===== src/include/ebt_pkg.sv =====
/*
  Package for the 8-bit timer with one compare unit: clock-select codes,
  waveform modes, extreme values and reset values.
  Assumes nothing of its surroundings.
*/
package ebt_pkg;
  localparam logic [7:0] BOTTOM_VAL = 8'h00;
  localparam logic [7:0] MAX_VAL = 8'hff;
  localparam logic [7:0] CNT_RST = 8'h00;
  localparam logic [7:0] CMP_RST = 8'h00;
  // Clock-select codes
  localparam logic [2:0] CS_STOP = 3'h0;
  localparam logic [2:0] CS_DIV1 = 3'h1;
  localparam logic [2:0] CS_DIV8 = 3'h2;
  localparam logic [2:0] CS_DIV64 = 3'h3;
  localparam logic [2:0] CS_DIV256 = 3'h4;
  localparam logic [2:0] CS_DIV1024 = 3'h5;
  localparam logic [2:0] CS_EXT_FALL = 3'h6;
  localparam logic [2:0] CS_EXT_RISE = 3'h7;
  localparam logic [9:0] PRESC_RST = 10'h000;
  // Waveform modes
  localparam logic [1:0] WGM_NORMAL = 2'h0;
  localparam logic [1:0] WGM_PHASE = 2'h1;
  localparam logic [1:0] WGM_CTC = 2'h2;
  localparam logic [1:0] WGM_FAST = 2'h3;
  // Compare output modes
  localparam logic [1:0] COM_NONE = 2'h0;
  localparam logic [1:0] COM_TOGGLE = 2'h1;
  localparam logic [1:0] COM_CLEAR = 2'h2;
  localparam logic [1:0] COM_SET = 2'h3;
endpackage


===== src/include/ebt_sync_if.sv =====
/*
  Interface carrying the external count pin from the synchroniser to the
  counter core. Assumes one clock domain on the core side.
*/
`timescale 1ns/1ps
`default_nettype none
interface ebt_sync_if;
  logic rise;
  logic fall;
  modport src (output rise, output fall);
  modport dst (input rise, input fall);
endinterface
`default_nettype wire

===== src/design/ebt_pin_sync.sv =====
/*
  Three-flop synchroniser and edge detector for the external count pin.
  Assumes the pin is asynchronous to i_clk.
*/
`timescale 1ns/1ps
`default_nettype none
module ebt_pin_sync (
  // Clock and reset
  input wire logic i_clk,
  input wire logic i_resetn,
  // Pin and edges
  input wire logic i_pin,
  ebt_sync_if.src o_edge
);
  logic [2:0] sync_r;
  logic [2:0] sync_nxt;
  logic level_r;
  logic level_nxt;

  // Shift chain, level taken when stages two and three agree
  always_comb begin
    sync_nxt = {sync_r[1:0], i_pin};
    level_nxt = (sync_r[2] == sync_r[1]) ? sync_r[1] : level_r;
  end

  always_ff @(posedge i_clk or negedge i_resetn) begin
    if (!i_resetn) begin
      sync_r <= 3'h0;
      level_r <= 1'b0;
    end else begin
      sync_r <= sync_nxt;
      level_r <= level_nxt;
    end
  end

  // Edges of the filtered level
  assign o_edge.rise = level_nxt & ~level_r;
  assign o_edge.fall = ~level_nxt & level_r;
endmodule
`default_nettype wire


===== src/design/ebt_timer.sv =====
/*
  8-bit timer/counter with one double-buffered compare unit, prescaler,
  external count input, force-compare and overflow/compare flags.
  Control bits are plain ports; CPU strobes are one-cycle pulses on i_clk.
*/
// Operation
// - Counter and compare value are 8 bits; counter counts up or down.
// - Timer clock comes from prescaler or external count pin per clock select.
// - Clock select zero stops counting; a CPU counter write still loads the counter.
// - CPU may read and write the counter at any time.
// - CPU counter write beats clear, increment or decrement.
// - Waveform mode picks clear, increment or decrement per timer clock.
// - Bottom flags 0x00 and max flags 0xff for the waveform logic.
// - Top is 0xff or the compare value depending on mode.
// - Overflow flag set per mode and usable as interrupt source.
// - Comparator match sets compare flag on the following timer clock.
// - Compare flag, enable and global enable raise compare interrupt.
// - Compare flag clears on service or by writing one.
// - Output derived from match, waveform mode and output mode.
// - Compare buffered in PWM modes, direct in normal and clear-on-match.
// - Buffered compare loads only at top (0xff), in both PWM modes.
// - CPU compare access hits buffer when buffered, else active.
// - Force strobe in non-PWM modes forces a match onto output.
// - Forced match sets no flag and leaves the counter alone.
// - Counter write blocks compare match in next timer clock.
// - Each request has its own flag and enable, both gated by the global enable.
// - Normal mode counts up, wraps, sets overflow when becoming zero.
// - Clear-on-match mode clears counter at compare match.
// - Fast PWM counts bottom to max, output acts at match and bottom.
// - Output mode changes act immediately, not buffered.
`timescale 1ns/1ps
`default_nettype none
module ebt_timer (
  // Clock and reset
  input wire logic i_clk,
  input wire logic i_resetn,
  // Control fields
  input wire logic [2:0] i_clock_select,
  input wire logic [1:0] i_waveform_mode,
  input wire logic [1:0] i_compare_output_mode,
  input wire logic i_force_compare_strobe,
  // CPU counter access
  input wire logic i_counter_wr,
  input wire logic [7:0] i_counter_wdata,
  output logic [7:0] o_counter_value,
  // CPU compare access
  input wire logic i_compare_wr,
  input wire logic [7:0] i_compare_wdata,
  output logic [7:0] o_compare_value,
  output logic [7:0] o_compare_active,
  // Flags, mask and interrupts
  input wire logic i_global_irq_enable,
  input wire logic i_overflow_irq_enable,
  input wire logic i_compare_irq_enable,
  input wire logic i_overflow_clear,
  input wire logic i_compare_clear,
  input wire logic i_overflow_serviced,
  input wire logic i_compare_serviced,
  output logic o_overflow_flag,
  output logic o_compare_flag,
  output logic o_overflow_irq,
  output logic o_compare_irq,
  // Status to waveform and outside
  output logic o_bottom,
  output logic o_max,
  output logic o_match,
  // Pins
  input wire logic i_external_count_pin,
  output logic o_compare_output
);
  ebt_sync_if pin_edge ();

  logic [9:0] presc_r;
  logic [9:0] presc_nxt;
  logic [7:0] cnt_r;
  logic [7:0] cnt_nxt;
  logic [7:0] ocr_r;
  logic [7:0] ocr_nxt;
  logic [7:0] ocr_buf_r;
  logic [7:0] ocr_buf_nxt;
  logic dir_down_r;
  logic dir_down_nxt;
  logic block_r;
  logic block_nxt;
  logic match_pend_r;
  logic match_pend_nxt;
  logic ov_r;
  logic ov_nxt;
  logic cf_r;
  logic cf_nxt;
  logic oc_r;
  logic oc_nxt;
  logic tick;
  logic pwm_mode;
  logic raw_match;
  logic eff_match;
  logic [7:0] top_val;

  ebt_pin_sync u_sync (
    .i_clk(i_clk),
    .i_resetn(i_resetn),
    .i_pin(i_external_count_pin),
    .o_edge(pin_edge)
  );

  // Free-running prescaler
  always_comb begin
    presc_nxt = presc_r + 10'h001;
  end

  always_comb begin
    case (i_clock_select)
      ebt_pkg::CS_STOP: tick = 1'b0;
      ebt_pkg::CS_DIV1: tick = 1'b1;
      ebt_pkg::CS_DIV8: tick = (presc_r[2:0] == 3'h7);
      ebt_pkg::CS_DIV64: tick = (presc_r[5:0] == 6'h3f);
      ebt_pkg::CS_DIV256: tick = (presc_r[7:0] == 8'hff);
      ebt_pkg::CS_DIV1024: tick = (presc_r == 10'h3ff);
      ebt_pkg::CS_EXT_FALL: tick = pin_edge.fall;
      ebt_pkg::CS_EXT_RISE: tick = pin_edge.rise;
      default: tick = 1'b0;
    endcase
  end

  assign o_bottom = (cnt_r == ebt_pkg::BOTTOM_VAL);
  assign o_max = (cnt_r == ebt_pkg::MAX_VAL);
  assign pwm_mode = (i_waveform_mode == ebt_pkg::WGM_PHASE) || (i_waveform_mode == ebt_pkg::WGM_FAST);
  assign top_val = (i_waveform_mode == ebt_pkg::WGM_CTC) ? ocr_r : ebt_pkg::MAX_VAL;
  assign raw_match = (cnt_r == ocr_r);
  assign eff_match = raw_match & ~block_r;
  assign o_match = eff_match;

  // Counter, direction and compare registers
  always_comb begin
    cnt_nxt = cnt_r;
    dir_down_nxt = dir_down_r;
    ocr_nxt = ocr_r;
    ocr_buf_nxt = ocr_buf_r;
    block_nxt = block_r;
    if (tick) begin
      block_nxt = 1'b0;
      case (i_waveform_mode)
        ebt_pkg::WGM_NORMAL: cnt_nxt = cnt_r + 8'h01;
        ebt_pkg::WGM_CTC: cnt_nxt = (cnt_r == top_val) ? ebt_pkg::BOTTOM_VAL : cnt_r + 8'h01;
        ebt_pkg::WGM_FAST: cnt_nxt = cnt_r + 8'h01;
        ebt_pkg::WGM_PHASE: begin
          if (o_max) begin
            dir_down_nxt = 1'b1;
            cnt_nxt = cnt_r - 8'h01;
          end else if (o_bottom && dir_down_r) begin
            dir_down_nxt = 1'b0;
            cnt_nxt = cnt_r + 8'h01;
          end else if (dir_down_r) begin
            cnt_nxt = cnt_r - 8'h01;
          end else begin
            cnt_nxt = cnt_r + 8'h01;
          end
        end
        default: cnt_nxt = cnt_r;
      endcase
      // buffered load at top (max) in both PWM modes
      if ((i_waveform_mode == ebt_pkg::WGM_PHASE && o_max) || (i_waveform_mode == ebt_pkg::WGM_FAST && o_max)) begin
        ocr_nxt = ocr_buf_r;
      end
    end
    if (!pwm_mode) begin
      dir_down_nxt = 1'b0;
    end
    if (i_counter_wr) begin
      cnt_nxt = i_counter_wdata;
      block_nxt = 1'b1;
    end
    if (i_compare_wr) begin
      ocr_buf_nxt = i_compare_wdata;
      if (!pwm_mode) begin
        ocr_nxt = i_compare_wdata;
      end
    end
  end

  // Flags and compare output
  always_comb begin
    ov_nxt = ov_r;
    cf_nxt = cf_r;
    oc_nxt = oc_r;
    match_pend_nxt = match_pend_r;
    if (i_compare_clear || i_compare_serviced) begin
      cf_nxt = 1'b0;
    end
    if (i_overflow_clear || i_overflow_serviced) begin
      ov_nxt = 1'b0;
    end
    if (tick) begin
      match_pend_nxt = eff_match;
      if (match_pend_r) begin
        cf_nxt = 1'b1;
      end
      if (i_waveform_mode == ebt_pkg::WGM_PHASE) begin
        if (o_bottom && dir_down_r) begin
          ov_nxt = 1'b1;
        end
      end else if (o_max) begin
        ov_nxt = 1'b1;
      end
      case (i_waveform_mode)
        ebt_pkg::WGM_FAST: begin
          if (eff_match && i_compare_output_mode[1]) begin
            oc_nxt = i_compare_output_mode[0];
          end else if (o_max && i_compare_output_mode[1]) begin
            oc_nxt = ~i_compare_output_mode[0];
          end
        end
        ebt_pkg::WGM_PHASE: begin
          if (eff_match && i_compare_output_mode[1]) begin
            oc_nxt = dir_down_r ^ ~i_compare_output_mode[0];
          end
        end
        default: begin
          if (eff_match) begin
            case (i_compare_output_mode)
              ebt_pkg::COM_TOGGLE: oc_nxt = ~oc_r;
              ebt_pkg::COM_CLEAR: oc_nxt = 1'b0;
              ebt_pkg::COM_SET: oc_nxt = 1'b1;
              default: oc_nxt = oc_r;
            endcase
          end
        end
      endcase
    end
    if (i_force_compare_strobe && !pwm_mode) begin
      case (i_compare_output_mode)
        ebt_pkg::COM_TOGGLE: oc_nxt = ~oc_r;
        ebt_pkg::COM_CLEAR: oc_nxt = 1'b0;
        ebt_pkg::COM_SET: oc_nxt = 1'b1;
        default: oc_nxt = oc_r;
      endcase
    end
    if (i_counter_wr) begin
      match_pend_nxt = 1'b0;
    end
  end

  always_ff @(posedge i_clk or negedge i_resetn) begin
    if (!i_resetn) begin
      presc_r <= ebt_pkg::PRESC_RST;
      cnt_r <= ebt_pkg::CNT_RST;
      ocr_r <= ebt_pkg::CMP_RST;
      ocr_buf_r <= ebt_pkg::CMP_RST;
      dir_down_r <= 1'b0;
      block_r <= 1'b0;
      match_pend_r <= 1'b0;
      ov_r <= 1'b0;
      cf_r <= 1'b0;
      oc_r <= 1'b0;
    end else begin
      presc_r <= presc_nxt;
      cnt_r <= cnt_nxt;
      ocr_r <= ocr_nxt;
      ocr_buf_r <= ocr_buf_nxt;
      dir_down_r <= dir_down_nxt;
      block_r <= block_nxt;
      match_pend_r <= match_pend_nxt;
      ov_r <= ov_nxt;
      cf_r <= cf_nxt;
      oc_r <= oc_nxt;
    end
  end

  assign o_counter_value = cnt_r;
  assign o_compare_value = pwm_mode ? ocr_buf_r : ocr_r;
  assign o_compare_active = ocr_r;
  assign o_overflow_flag = ov_r;
  assign o_compare_flag = cf_r;
  assign o_overflow_irq = ov_r & i_overflow_irq_enable & i_global_irq_enable;
  assign o_compare_irq = cf_r & i_compare_irq_enable & i_global_irq_enable;
  assign o_compare_output = oc_r;
endmodule
`default_nettype wire


===== config.mk =====
export PLATFORM = sky130hd
export DESIGN_NAME = ebt_timer
export DESIGN_NICKNAME = d
export VERILOG_FILES = /design/src/include/ebt_pkg.sv /design/src/include/ebt_sync_if.sv /design/src/design/ebt_pin_sync.sv /design/src/design/ebt_timer.sv
export SDC_FILE = /design/constraint.sdc
export NUM_CORES = 1
export LEC_CHECK = 0
export BUFFER_PORTS_ARGS = -buffer_cell sky130_fd_sc_hd__buf_2
export CAP_MARGIN = 5
export CORE_ASPECT_RATIO = 0.8
export CORE_MARGIN = 8
export CORE_UTILIZATION = 25
export CTS_CLUSTER_SIZE = 20
export DETAILED_ROUTE_END_ITERATION = 16
export HOLD_SLACK_MARGIN = 0.02
export PLACE_DENSITY = 0.41
export REMOVE_ABC_BUFFERS = 1
export SLEW_MARGIN = 20
export SYNTH_ARGS = -nofsm -noshare
export SYNTH_HDL_FRONTEND = slang
export SYNTH_SLANG_ARGS = --single-unit

===== constraint.sdc =====
create_clock -name i_clk -period 2.4 [get_ports i_clk]
set_clock_uncertainty 0.2 [all_clocks]
set_input_delay 0.24 -clock i_clk [delete_from_list [all_inputs] [get_ports i_clk]]
set_output_delay 0.24 -clock i_clk [all_outputs]
set_load 0.02 [all_outputs]

==> impl_metrics.env <==
export IMPL_vias_per_cell=4.754
export IMPL_grt_max_degree=24
export IMPL_diodes=0
export IMPL_grt_pass1_vias=2896
export IMPL_top_layer="met4"
export IMPL_final_nets=478
export IMPL_tns_ps=-106.2
export IMPL_leakagePower_nw=2.019
export IMPL_initial_utilization_pct=25.36
export IMPL_async_flop_share_pct=100.0
export IMPL_ys_seq_area_share_pct=38.13
export IMPL_synth_distinct_cells=61
export IMPL_io_pins=68
export IMPL_synth_edf_count=0
export IMPL_end_kind="primary output"
export IMPL_min_period_ps=2449
export IMPL_core_area_mm2=0.01139
export IMPL_drc=0
export IMPL_grt_pass1_wl_um=15440
export IMPL_critPathSlowestCell="or4_4"
export IMPL_port_buffers=67
export IMPL_dr_first_iter_drc_count=154
export IMPL_ir_drop_mv=0.2829
export IMPL_crit_path_cell_trace="o22ai_2 -> or4_4 -> nor4_4 -> buf_4 -> buf_6"
export IMPL_dp_final_hpwl_um=7342
export IMPL_cts_tree="yes"
export IMPL_antenna_found_initial=0
export IMPL_slew_headroom_pct=64.50
export IMPL_synth_warnings=0
export IMPL_post_place_ws_ps=-155.4
export IMPL_dr_pass1_iters=6
export IMPL_cp_num_buf_inv=2
export IMPL_synth_avg_cell_area_um2=9.789
export IMPL_clock_sinks=44
export IMPL_critPathLaunchType="flip-flop"
export IMPL_clk_pin_slew_worst_paths_ps=70
export IMPL_arrival_ps=2010
export IMPL_drt_met1_wl_um=4797
export IMPL_max_stage_delay_ps=580
export IMPL_routed_wl_met3_um=382
export IMPL_clock_path_buffers=2
export IMPL_numCtsBuffers=5
export IMPL_cp_required_ps=1960
export IMPL_synth_area_mm2=0.002888
export IMPL_place_gp_congestion=0.8318
export IMPL_crit_fanout=5
export IMPL_violations="negative setup slack"
export IMPL_drv_cap=0
export IMPL_root_buffer="clkbuf_16"
export IMPL_num_vias=2767
export IMPL_post_route_util_pct=37.47
export IMPL_areaGrowthSynthToFinish_pct=47.75
export IMPL_htree_levels=2
export IMPL_fillers=1198
export IMPL_outcome="complete, but fails checks"
export IMPL_clock_latency_ps=290
export IMPL_layout_commonest_cell="buf_2"
export IMPL_setup_viol=3
export IMPL_synth_cells=295
export IMPL_die_x_um=136.2
export IMPL_wl_met2_um=4314
export IMPL_timing_final_hold_violations=0
export IMPL_fin_ws_ps=-49.31
export IMPL_die_area_mm2=0.01527
export IMPL_p_per_area_mw_per_mm2=613.4
export IMPL_synth_ff_type="dfrtp_1"
export IMPL_track_usage_pct=12.55
export IMPL_grt_overflow_total=0
export IMPL_clock_fmax_ghz=0.4083
export IMPL_max_slew_worst_pin_slew_ps=532.5
export IMPL_fin_crit_sh_pct=102.1
export IMPL_drv_slew=0
export IMPL_criticalPathCategory="reg -> out"
export IMPL_detail_route_antenna_nets=0
export IMPL_crit_family="simple AND/OR/NAND/NOR gates"
export IMPL_fp_row_count=35
export IMPL_hp_class="in -> reg"
export IMPL_die_y_um=112.1
export IMPL_final_cell_mix="buf_2, buf_4, dfrtp_1"
export IMPL_ys_seq_elements=44
export IMPL_final_layout_size_suffix_gt1_share_pct=45.16
export IMPL_routedWlPerCell_um=16.42
export IMPL_rsz0062_at_grt="yes"
export IMPL_wl_um=9556
## power breakdown
part | leakage, nW | total, W | switching (W) | internal [W]
Combinational | 1.42 | 0.000911 | 0.000488 | 0.000423
Sequential | 0.519 | 0.000900 | 0.0000853 | 0.000815
Clock | 0.0804 | 0.000806 | 0.000311 | 0.000495
## cell usage after synthesis, drive strengths merged, types with 2 or more instances
cell type	n	share of area, %
xor2	5	1.5
or3	3	0.65
nor4	2	0.43
a211oi	2	0.52
ha	9	3.9
buf	9	2.5
mux2	17	6.6
o211ai	3	0.78
nor2b	4	0.87
clkbuf	5	0.65
a211o	2	0.61
nor3	3	0.52
or2	2	0.43
or4	2	0.65
a22o	3	0.91
inv	20	2.6
a221oi	3	0.91
nand4	2	0.43
o41ai	2	1.5
nor2	24	3.1
a31o	3	0.91
a32o	8	2.8
a31oi	6	1.3
dfrtp	44	38
a221o	2	0.69
o21ai	4	0.82
nand2b	4	0.87
o22ai	6	1.7
a22oi	2	1.0
mux2i	9	3.1
a21o	3	0.78
nand2	20	2.6
o31ai	3	0.78
nand3	14	2.4
xnor2	11	3.3
a21oi	11	1.9
and3	10	2.2
## area by class of cell
class / count / area, µm² / share of cell area, %
inverters: 20 / 75.07 / 1.760
clock inverters: 3 / 46.29 / 1.085
clock buffers: 5 / 125.1 / 2.933
well taps: 148 / 185.2 / 4.340
repair buffers: 144 / 988.4 / 23.17
multi-input cells: 218 / 1738 / 40.73
flip-flops and latches: 44 / 1109 / 25.98
## worst reg2reg max path: stages (launching register included)
cell       delay, ps
dfrtp_2          430
buf_6            130
and3_4           190
nand3_4           90
a2111oi_4        410
buf_4            190
a22oi_4          100
a221o_1          330
a32o_1           250
## path summary, 6_finish.rpt
kind | from | end | slack [ps] | cells past startpoint
setup / recovery | o_compare_active[1] | o_match | -50 | 5
hold / removal | i_overflow_clear | o_overflow_flag | 30 | 4
setup reg to reg | o_counter_value[0] | o_counter_value[4] | -40 | 8
hold reg to reg | u_sync.sync_r[0] | u_sync.sync_r[1] | 160 | 0
max in group asynchronous | i_resetn | o_counter_value[1] | 1200 | 3
min in group asynchronous | i_resetn | o_compare_active[3] | 270 | 2
## stage by stage
| step | hold WS (ps) | total power (W) | instance area [µm²] | std cells |
|---|---|---|---|---|
| after floorplan | -255.6 | 0.001329 | 2798 | 281 |
| after global placement | 61.64 | 0.001733 | 3749 | 550 |
| after detailed placement | 58.93 | 0.001733 | 3749 | 550 |
| after CTS | 26.86 | 0.002601 | 4120 | 575 |
| after global routing | 33.62 | 0.002757 | 4267 | 582 |
| final | 34.67 | 0.002617 | 4267 | 582 |
## sequential cells by signal (all words and copies together) (netlist names), 3 cells and up
signal            cells
o_compare_active      8
o_counter_value       8
ocr_buf_r             8
presc_r              10
u_sync.sync_r         3
## logic make-up (layout without fill, tap and decap cells)
logic type / Yosys count / after routing / share of synthesized area, %
xor gates and xnor gates: 16 / 16 / 4.853
muxes: 26 / 26 / 9.749
and+or+nand+nor: 95 / 95 / 16.59
AOI/OAI and AO/OA: 70 / 71 / 20.71
buffers and inverters: 34 / 172 / 5.719
adders and majority gates: 10 / 10 / 4.246
DFF: 44 / 44 / 38.13
## per-layer routing
layer | up-vias | global-route usage (%)
met5 | - | 0
met4 | 0 | 2.922
met3 | 5 | 2.411
met2 | 66 | 19.18
met1 | 1331 | 17.71
li1 | 1365 | -
## timing repair
item,4_1_cts,5_1_grt
setup buffers,5,7
pin swaps,4,4
resized for setup,14,19
cloned,1,0
hold buffers,11,0
endpoints found under the setup margin,7,9
endpoints found under the hold margin,35,0
No activity file was read; power rests on OpenSTA's default activity.
